==> config.mk <==
export PLATFORM = sky130hd
export DESIGN_NAME = eut_timer
export DESIGN_NICKNAME = d
export VERILOG_FILES = /design/src/rtl/eut_pkg.sv /design/src/rtl/eut_timer.sv /design/src/rtl/eut_edge_pick.sv /design/src/rtl/eut_prescale.sv
export SDC_FILE = /design/constraint.sdc
export NUM_CORES = 1
export LEC_CHECK = 0
export BUFFER_PORTS_ARGS = -buffer_cell sky130_fd_sc_hd__clkbuf_2
export CORE_ASPECT_RATIO = 1.75
export CORE_UTILIZATION = 25
export DETAILED_ROUTE_END_ITERATION = 10
export HOLD_SLACK_MARGIN = 0.02
export PLACE_DENSITY = 0.46
export SYNTH_ARGS = -nofsm -noshare
export SYNTH_HDL_FRONTEND = slang
export SYNTH_SLANG_ARGS = --single-unit
==> constraint.sdc <==
create_clock -name clk -period 2.7 [get_ports clk]
set_input_delay 0.135 -clock clk [delete_from_list [all_inputs] [get_ports clk]]
set_output_delay 0.135 -clock clk [all_outputs]
set_load 0.02 [all_outputs]
==> src/rtl/eut_pkg.sv <==
// Package: register map, field layout and shared types of the timer
package eut_pkg;

    // ==========================================
    // Register byte offsets
    localparam logic [5:0] OFS_PWR   = 6'h00; // Power control one
    localparam logic [5:0] OFS_CNT   = 6'h04; // Live counter
    localparam logic [5:0] OFS_MODE  = 6'h08; // Counter mode
    localparam logic [5:0] OFS_FLAG  = 6'h0C; // Interrupt flags
    localparam logic [5:0] OFS_IEN   = 6'h10; // Interrupt enables
    localparam logic [5:0] OFS_ICLR  = 6'h14; // Flag clear, write-only
    localparam logic [5:0] OFS_PSCV  = 6'h18; // Prescaler count

    // ==========================================
    // Field positions
    localparam int BIT_RUN  = 0;  // Counter run bit
    localparam int BIT_GIE  = 7;  // Global interrupt allow
    localparam int BIT_OVF  = 0;  // Overflow flag / allow

    // ==========================================
    // Reset values and limits
    localparam logic [7:0] RST_PWR  = 8'h00;
    localparam logic [7:0] RST_MODE = 8'h08; // Prescaler owned by watchdog
    localparam logic [7:0] CNT_MAX  = 8'hFF;

    // Counter mode register layout
    typedef struct packed {
        logic       slow_osc_route;       // Route slow oscillator
        logic       rsvd;                 // Reads back as stored
        logic       count_source_select;  // 0 = instruction clock
        logic       edge_polarity_select; // 1 = falling edge
        logic       prescale_owner_bit;   // 1 = watchdog owns prescaler
        logic [2:0] prescale_ratio_field; // Ratio code
    } eut_mode_t;

    // Terminal prescaler count for a ratio code: 2^(n+1)-1
    function automatic logic [7:0] ratio_mask(input logic [2:0] code);
        ratio_mask = 8'hFF >> (3'h7 - code);
    endfunction : ratio_mask

endpackage : eut_pkg

==> src/rtl/eut_timer.sv <==
// Eight-bit up-count timer with Avalon-MM register access
`timescale 1ns/10ps

// Operation
// - Eight-bit counter steps while run bit set
// - Counter write loads new start value
// - Counter read returns live count
// - Two mode bits pick count source
// - Edge bit picks falling or rising edge
// - Owner bit zero routes source through prescaler
// - Writing owner zero clears prescaler count
// - Ratio field divides by two up to 256
// - Wrap past maximum sets overflow flag
// - Flag, allow and global allow raise request
// - Flag holds until software writes zero to it or one to the clear register
module eut_timer (
    // Clock and reset
    input  wire logic        clk,
    input  wire logic        srst,
    // Avalon-MM slave
    input  wire logic [5:0]  avs_address,
    input  wire logic        avs_read,
    input  wire logic        avs_write,
    input  wire logic [31:0] avs_writedata,
    output logic [31:0]      avs_readdata,
    output logic             avs_waitrequest,
    // Count source pins
    input  wire logic        ext_count_input,
    input  wire logic        slow_osc_in,
    // Interrupt
    output logic             irq
);

    // ==========================================
    // Registers
    logic [7:0]         power_control_one; // Run and global allow
    logic [7:0]         count;             // Live counter
    eut_pkg::eut_mode_t counter_mode_reg;  // Source and prescaler
    logic               overflow_flag;     // Sticky overflow
    logic               overflow_irq_allow; // Overflow enable

    // ==========================================
    // Bus decode
    wire       req;       // Any request
    wire       accept;    // Request completes this edge
    wire       wr_ok;     // Write takes effect
    wire       rd_cap;    // Read data captured
    wire       wr_pwr;    // Write power control
    wire       wr_cnt;    // Write counter
    wire       wr_mode;   // Write mode
    wire       wr_flag;   // Write flag register
    wire       wr_ien;    // Write enable register
    wire       wr_iclr;   // Write clear register
    wire [7:0] wbyte;     // Low write byte
    logic [7:0] rd_mux;   // Selected read value

    assign req     = avs_read | avs_write;
    assign accept  = req & ~avs_waitrequest;
    assign rd_cap  = avs_read & avs_waitrequest;
    assign wr_ok   = avs_write & ~avs_waitrequest;
    assign wbyte   = avs_writedata[7:0];
    assign wr_pwr  = wr_ok && (avs_address == eut_pkg::OFS_PWR);
    assign wr_cnt  = wr_ok && (avs_address == eut_pkg::OFS_CNT);
    assign wr_mode = wr_ok && (avs_address == eut_pkg::OFS_MODE);
    assign wr_flag = wr_ok && (avs_address == eut_pkg::OFS_FLAG);
    assign wr_ien  = wr_ok && (avs_address == eut_pkg::OFS_IEN);
    assign wr_iclr = wr_ok && (avs_address == eut_pkg::OFS_ICLR);

    // ==========================================
    // Count path
    wire        run;        // Counter run bit
    wire        global_irq_allow;        // Global interrupt allow
    wire        src_ev;     // Selected source event
    wire        tick;       // Counter step
    wire        wrap;       // Overflow this cycle
    wire        presc_clr;  // Prescaler clear
    wire [7:0]  pcount;     // Prescaler count
    wire [7:0]  next_count; // Next counter value
    wire        flag_clr;   // Software clears flag
    wire        next_flag;  // Next flag value
    eut_pkg::eut_mode_t wmode; // Mode as written

    assign run  = power_control_one[eut_pkg::BIT_RUN];
    assign global_irq_allow  = power_control_one[eut_pkg::BIT_GIE];
    assign wmode = eut_pkg::eut_mode_t'(wbyte);

    // Source select and edge detect
    eut_edge_pick u_edge (
        .clk             (clk),
        .srst            (srst),
        .mode            (counter_mode_reg),
        .ext_count_input (ext_count_input),
        .slow_osc_in     (slow_osc_in),
        .src_event       (src_ev)
    );

    // Clear when an instruction writes owner zero
    assign presc_clr = wr_mode && !wmode.prescale_owner_bit;

    // Prescaler, only fed while running
    eut_prescale u_presc (
        .clk       (clk),
        .srst      (srst),
        .owner_wdt (counter_mode_reg.prescale_owner_bit),
        .ratio     (counter_mode_reg.prescale_ratio_field),
        .clr       (presc_clr),
        .ev_in     (src_ev & run),
        .ev_out    (tick),
        .pcount    (pcount)
    );

    // Load wins over step
    assign wrap = run && tick && !wr_cnt && (count == eut_pkg::CNT_MAX);
    assign next_count = wr_cnt ? wbyte :
                        (run && tick) ? count + 8'h01 :
                        count;

    // Zero write to flag register or one to clear register
    assign flag_clr = (wr_flag && !wbyte[eut_pkg::BIT_OVF]) ||
                      (wr_iclr && wbyte[eut_pkg::BIT_OVF]);
    // Set wins over clear
    assign next_flag = wrap ? 1'b1 :
                       flag_clr ? 1'b0 : overflow_flag;

    // ==========================================
    // Read selection
    always_comb begin
        case (avs_address)
            eut_pkg::OFS_PWR:  rd_mux = power_control_one;
            eut_pkg::OFS_CNT:  rd_mux = count;
            eut_pkg::OFS_MODE: rd_mux = counter_mode_reg;
            eut_pkg::OFS_FLAG: rd_mux = {7'h00, overflow_flag};
            eut_pkg::OFS_IEN:  rd_mux = {7'h00, overflow_irq_allow};
            eut_pkg::OFS_PSCV: rd_mux = pcount;
            default:           rd_mux = 8'h00;
        endcase
    end

    // ==========================================
    // Bus handshake: one wait cycle per access
    always_ff @(posedge clk) begin
        if (srst) begin
            avs_waitrequest <= 1'b1;
        end else begin
            avs_waitrequest <= ~(req & avs_waitrequest);
        end
    end

    // Read data latched at the first request edge
    always_ff @(posedge clk) begin
        if (srst) begin
            avs_readdata <= 32'h0000_0000;
        end else if (rd_cap) begin
            avs_readdata <= {24'h00_0000, rd_mux};
        end
    end

    // ==========================================
    // Control registers
    always_ff @(posedge clk) begin
        if (srst) begin
            power_control_one  <= eut_pkg::RST_PWR;
            counter_mode_reg   <= eut_pkg::eut_mode_t'(eut_pkg::RST_MODE);
            overflow_irq_allow <= 1'b0;
        end else begin
            if (wr_pwr) begin
                power_control_one <= wbyte;
            end
            if (wr_mode) begin
                counter_mode_reg <= wmode;
            end
            if (wr_ien) begin
                overflow_irq_allow <= wbyte[eut_pkg::BIT_OVF];
            end
        end
    end

    // Counter and flag
    always_ff @(posedge clk) begin
        if (srst) begin
            count         <= 8'h00;
            overflow_flag <= 1'b0;
        end else begin
            count         <= next_count;
            overflow_flag <= next_flag;
        end
    end

    // Interrupt request, registered
    always_ff @(posedge clk) begin
        if (srst) begin
            irq <= 1'b0;
        end else begin
            irq <= next_flag & overflow_irq_allow & global_irq_allow;
        end
    end
endmodule : eut_timer

==> src/rtl/eut_edge_pick.sv <==
// Count source selection and active-edge detection
`timescale 1ns/10ps
module eut_edge_pick (
    // Clock and reset
    input  wire logic            clk,
    input  wire logic            srst,
    // Mode
    input  wire eut_pkg::eut_mode_t mode,
    // Source pins
    input  wire logic            ext_count_input,
    input  wire logic            slow_osc_in,
    // Selected source event
    output logic                 src_event
);

    // ==========================================
    // Previous levels of the pin sources
    logic ext_prev;  // Last pin level
    logic slow_prev; // Last oscillator level
    wire  cur_lvl;   // Selected level now
    wire  old_lvl;   // Selected level before
    wire  rise;      // Low to high
    wire  fall;      // High to low

    // Keep the last level of each source
    always_ff @(posedge clk) begin
        if (srst) begin
            ext_prev  <= 1'b0;
            slow_prev <= 1'b0;
        end else begin
            ext_prev  <= ext_count_input;
            slow_prev <= slow_osc_in;
        end
    end

    // Pin or slow oscillator
    assign cur_lvl = mode.slow_osc_route ? slow_osc_in : ext_count_input;
    assign old_lvl = mode.slow_osc_route ? slow_prev : ext_prev;
    assign rise    = ~old_lvl & cur_lvl;
    assign fall    = old_lvl & ~cur_lvl;

    // Instruction clock counts every cycle
    assign src_event = ~mode.count_source_select ? 1'b1 :
                       (mode.edge_polarity_select ? fall : rise);
endmodule : eut_edge_pick

==> src/rtl/eut_prescale.sv <==
// Shared power-of-two prescaler
`timescale 1ns/10ps
module eut_prescale (
    // Clock and reset
    input  wire logic       clk,
    input  wire logic       srst,
    // Control
    input  wire logic       owner_wdt,
    input  wire logic [2:0] ratio,
    input  wire logic       clr,
    // Events
    input  wire logic       ev_in,
    output logic            ev_out,
    // Status
    output logic [7:0]      pcount
);

    // ==========================================
    wire       at_end;     // Terminal count reached
    wire [7:0] next_count; // Next prescaler count

    assign at_end = (pcount == eut_pkg::ratio_mask(ratio));

    // Clear wins, else step while owned by counter
    assign next_count = clr ? 8'h00 :
                        (ev_in && !owner_wdt) ?
                        (at_end ? 8'h00 : pcount + 8'h01) : pcount;

    // Divided or direct event
    assign ev_out = owner_wdt ? ev_in :
                    (ev_in && at_end && !clr);

    // Prescaler count register
    always_ff @(posedge clk) begin
        if (srst) begin
            pcount <= 8'h00;
        end else begin
            pcount <= next_count;
        end
    end
endmodule : eut_prescale

[Word level (Yosys, flattened, before mapping)]
Cells that the tools add are included.
Operators by class
  add/subtract/negate cells: 3
  eq/ne operators: 8
  shift operators: 1
  mux-type cells: 11
  bitwise gates (word level): 13
  reductions and logical operators: 24
Operators with widths (count)
  8-bit case mux with 6 select lines: 1
  8-bit two-way mux: 3
  6-bit by 5-bit == test with 1-bit output (second input constant): 3
  8-bit by 1-bit adder with 8-bit output (second input constant): 2
  1-bit logical AND: 15
  6-bit by 4-bit == test with 1-bit output (second input constant): 2
  1-bit AND: 8
  8-bit == test: 1
  8-bit == test (second input constant): 1
  8-bit by 3-bit >> shifter with 8-bit output (first input constant): 1
  1-bit two-way mux: 7
  6-bit by 3-bit == test with 1-bit output (second input constant): 1
  6-bit logical NOT: 1
  1-bit logical NOT: 5
  1-bit NOT: 4
  3-bit subtractor (first input constant): 1
  2-bit nonzero test: 1
  2-bit OR reduction: 1
  1-bit logical OR: 1
  1-bit bitwise OR: 1
Word-level totals
  register bits after elaboration: 46
  input bits: 44
  output and inout bits: 34

[Logic depth before layout (Yosys ltp)]
  depth after elaboration: 15
  gate-level depth with buffers: 8
  depth with buffers taken out: 6

[Hierarchy]
Synthesis repeated with hierarchy kept, for this count alone.
Second synthesis, totals
  cell total of the unflattened synthesis: 282
  area total of the unflattened synthesis: 2676.3 µm²
By module, submodules not included
  eut_timer: times used 1, cells each 205, area an instance 1990.7 µm², sequential area each 720.7 µm²
  eut_prescale: times used 1, cells each 66, area an instance 584.3 µm², sequential area each 160.2 µm²
  eut_edge_pick: times used 1, cells each 11, area an instance 101.3 µm², sequential area each 40.0 µm²

[Worst setup path after synthesis]
Ideal clock, no wire load.
  path kind: register -> register
  start point: reg counter_mode_reg[0] (netlist name)
  end point: reg count[7]
  setup time: 88 ps
  arrival time: 1967 ps
  required time: 2612 ps
  slack: 645 ps
  stages on the path, launching flop included: 8
  buffers on the path: 1
  cell sequence: dfxtp_1 buf_6 or4_1 nor2_1 o311a_2 a31oi_4 or3_1 a311oi_2
On the way
  word-level cells in the longest chain between the ends: 8
RTL lines
  start, declared: line eut_timer.sv:38  | eut_pkg::eut_mode_t counter_mode_reg;
  start signal, assigned: line eut_timer.sv:163  | counter_mode_reg <= eut_pkg::eut_mode_t'(eut_pkg::RST_MODE);
  start signal, assigned: line eut_timer.sv:170  | counter_mode_reg <= wmode;
  3-bit subtractor: line eut_pkg.sv:38  | ratio_mask = 8'hFF >> (3'h7 - code);
  8-bit by 3-bit >> shifter with 8-bit output: line eut_pkg.sv:38
  8-bit == test: line eut_prescale.sv:22  | assign at_end = (pcount == eut_pkg::ratio_mask(ratio));
  1-bit logical AND (2 in series): line eut_prescale.sv:31  | (ev_in && at_end && !clr);
  1-bit two-way mux: line eut_prescale.sv:30  | assign ev_out = owner_wdt ? ev_in :
  1-bit logical AND: line eut_timer.sv:115  | (run && tick) ? count + 8'h01 :
  2-bit nonzero test (no line)
  end signal, assigned: line eut_timer.sv:184  | count <= next_count;
  end, declared: line eut_timer.sv:37  | logic [7:0] count;
Every way passes these cells.
A chain may end at the register's enable or synchronous reset.

[Worst setup path in the final report]
  start point: reg counter_mode_reg[0] (netlist name)
  end point: reg irq
On the way
  word-level cells in the longest chain between the ends: 12
RTL lines
  3-bit subtractor: line eut_pkg.sv:38
  8-bit by 3-bit >> shifter with 8-bit output: line eut_pkg.sv:38
  8-bit == test: line eut_prescale.sv:22
  1-bit logical AND (2 in series): line eut_prescale.sv:31
  1-bit two-way mux: line eut_prescale.sv:30
  1-bit logical AND (3 in series): line eut_timer.sv:113  | assign wrap = run && tick && !wr_cnt && (count == eut_pkg::CNT_MAX);
  1-bit two-way mux: line eut_timer.sv:122  | assign next_flag = wrap ? 1'b1 :
  1-bit AND (2 in series): line eut_timer.sv:194  | irq <= next_flag & overflow_irq_allow & global_irq_allow;
  end signal, assigned: line eut_timer.sv:194
  end, declared: line eut_timer.sv:31  | output logic irq
Every way passes these cells.

==> reports/metrics.yaml <==
global_route:
  grt_overflow: 0
  use_met1_pct: 16.0
  grt_usage_pct: 15.7
  grt_pass1_vias: 2619
  antenna_found_initial: 0
  grt_pass1_wl_mm: 13.5
  grt_use_met3_pct: 2.31
  met2_usage_pct: 28.8
  grt.busiest_layer: "met2"
  grt_max_degree: 32
final_layout:
  fill_cells: 1186
  drive_gt1_share_pct: 17.6
  multi_input_area_mm2: 0.00165
  num_antenna_cells: 0
  syn_to_final_growth_pct: 12.2
  nets: 421
  register_area_um2: 921
  design_area_mm2: 0.00315
power_and_ir_drop:
  powerDensity_mw_per_mm2: 482
  power.switching_w: 0.000373
  pwr-share-seq_pct: 45.2
  p_int_w: 0.00115
  ir_drop_v: 0.000406
  swShare_pct: 24.6
  power_frac_comb_pct: 7.6
  pwr-share-clk_pct: 47.2
  power_leakage_nw: 1.19
clocking:
  holdBufCountCts: 0
  cts_resized: 0
  clock_latency_ns: 0.29
  cts_tree: "yes"
  clkTransAtPathRegs_ns: 0.07
  clockBufferDepth: 2
  clockRootBuffer: "clkbuf_16"
  htree_num_levels: 2
  numCtsBuffers: 5
  cts_sinks: 46
  cts_setup_buffers: 0
timing:
  hold_viol_final: 0
  clock.fmax_mhz: 441
  fin_crit_sh_pct: 84.0
  worst_pin_slew_ns: 0.768
  rsz0062_at_grt: "false"
  finalSetupViolations: 0
  max_slew_margin_pct: 48.7
  drv_slew: 0
  skew_ns: 0.00695
  setup_tns_ns: 0
  layout_min_cycle_time_ns: 2.27
setup_path:
  reg2reg_to: "irq"
  timing.rr.start: "counter_mode_reg[0]"
  cp.arrival_ns: 2.46
  rr_worst_depth: 6
  rrSetupSlack_ns: 0.43
  cp-end-kind: "flip-flop"
  crit_type: "flip-flop to flip-flop"
  worstPathMaxFanout: 10
  start_kind: "flip-flop"
  cp.required_ns: 2.89
synth:
  syn_avg_cell_area_um2: 8.08
  synthCells: 348
  syn_area_mm2: 0.00281
  async_flop_share_pct: 0
  seq_area_frac_synth_pct: 32.8
  ys_ff_latch: 46
  synth_warnings: 0
  synth_edf_count: 0
  synth_area_leaders: "dfxtp_1 (33%), buf_4 (7.5%), nor2_1 (7.3%), nand3_1 (5.0%), a21oi_1 (3.4%)"
  synthFlopType: "dfxtp_1"
  synth_top_area_share_pct: 32.8
  yosys.area.top_type: "dfxtp_1"
  netlist-cell-type-count: 58
floorplanning:
  fp.dieH_um: 142
  core_mm2: 0.0108
  die-area_mm2: 0.0117
  die_x_um: 82.1
  initial_core_util_pct: 26.0
  row_count: 50
  io-pin-count: 78
job:
  max_cap_violations: 0
drt:
  vias: 2614
  finalWirelength_mm: 8.51
  drtAntennaViolNets: 0
  detailedRoute.firstPassIterationCount: 4
  routedWlPerCell_um: 16.8
  drtIter0Drc: 182
  drc: 0
  avgViaCountPerCell: 5.17
hold_path:
  hold_depth: 3
  min_from: "slow_osc_in"
  holdPathEnd: "u_edge.slow_prev"
  hold_path_class: "input pin to flip-flop"
place:
  dpl_cell_area_mm2: 0.00298
  gp_congestion: 0.832
  dp_hpwl_mm: 6.42
  io_buffers: 29
status:
  status: "completed"
## synth_stat cells (all sizes together), types with 6 or more instances
cell,count
inv,8
nor3,6
buf,32
a21oi,20
xnor2,8
nor2,56
nand2,22
clkbuf,10
mux2,8
nand4,6
o21ai,15
nand3,28
mux2i,7
dfxtp,46
a222oi,7
o211ai,6
and3,8
## power groups by stage
stage          combinational [W]  sequential (W)  clock, W
4_1_cts                 0.000116        0.000687  0.000740
6_report                0.000116        0.000687  0.000718
3_3_place_gp            0.000116        0.000703         0
3_5_place_dp            0.000116        0.000703         0
2_1_floorplan          0.0000993        0.000704         0
5_1_grt                 0.000127        0.000687  0.000755
## final cells by class
| type | count | area share, % |
|---|---|---|
| multi-input combinational | 275 | 52.3 |
| timing repair buffer | 39 | 6.98 |
| clock buffer | 5 | 3.97 |
| inverter | 8 | 0.952 |
| tap | 130 | 5.16 |
| sequential | 46 | 29.2 |
| clock inverter | 3 | 1.43 |
## per-layer routing
layer / wire (µm) / up-vias
met5: 0 / -
met4: 398 / 0
met3: 268 / 19
met2: 4770 / 78
met1: 3070 / 1257
li1: - / 1260
## cells in the final DEF (no fill, tap or decap), types with 4 or more instances in the layout
| cell type | netlist | routed |
|---|---|---|
| mux2_2 | 8 | 8 |
| nand3_1 | 28 | 28 |
| and3_1 | 8 | 8 |
| xnor2_1 | 8 | 8 |
| a21oi_1 | 19 | 19 |
| clkbuf_2 | 0 | 29 |
| inv_1 | 8 | 8 |
| a222oi_1 | 7 | 7 |
| dfxtp_1 | 46 | 46 |
| o211ai_1 | 6 | 6 |
| nand4_1 | 6 | 6 |
| o21ai_0 | 12 | 12 |
| buf_4 | 28 | 10 |
| clkbuf_16 | 0 | 5 |
| nor2_1 | 55 | 55 |
| mux2i_1 | 7 | 7 |
| a311oi_1 | 4 | 4 |
| or3_1 | 4 | 4 |
| nor3_1 | 6 | 6 |
| nand2b_1 | 5 | 5 |
| nand2_1 | 22 | 22 |
| conb_1 | 1 | 24 |
## cell families (layout without fill, tap and decap cells)
family                     after synthesis  after routing  share of synthesized area, %
buffers and inverters                   50             55                          11.6
other                                    1             24                         0.133
DFF                                     46             46                          32.8
xor gates and xnor gates                 9              9                          2.81
and+or+nand+nor                        154            154                          27.7
adders and majority gates                2              2                         0.890
muxes                                   15             15                          5.70
AOI/OAI and AO/OA                       71             71                          18.3
## worst max-delay path by stage
stage | startpoint | to | slack [ns] | cells after the start
CTS | counter_mode_reg[0] | irq | 0.41 | 6
global route | counter_mode_reg[7] | u_presc.pcount[6] | 0.28 | 6
floorplan | counter_mode_reg[0] | count[7] | 0.64 | 7
detailed placement | counter_mode_reg[0] | irq | 0.43 | 6
global placement | counter_mode_reg[0] | irq | 0.45 | 6
finish | counter_mode_reg[0] | irq | 0.43 | 6
## stage by stage
step / hold slack, ns / power, W / std cells / setup slack (ns) / utilization [%]
3_5_place_dp: 0.375 / 0.000818 / 498 / 0.433 / 27.6
3_3_place_gp: 0.373 / 0.000819 / 498 / 0.455 / 27.6
6_report: 0.0672 / 0.00152 / 506 / 0.432 / 29.1
2_1_floorplan: 0.250 / 0.000803 / 371 / 0.645 / -
4_1_cts: 0.0607 / 0.00154 / 506 / 0.414 / 29.1
5_1_grt: 0.0951 / 0.00157 / 506 / 0.280 / 29.1
## worst max-delay path, cell delays in order (launching register included)
cell	delay (ns)
dfxtp_1	0.39
or3_1	0.40
and4_4	0.19
o311a_2	0.44
a31oi_4	0.36
o31ai_1	0.18
and3_1	0.20
(Power assumes the default switching activity.)
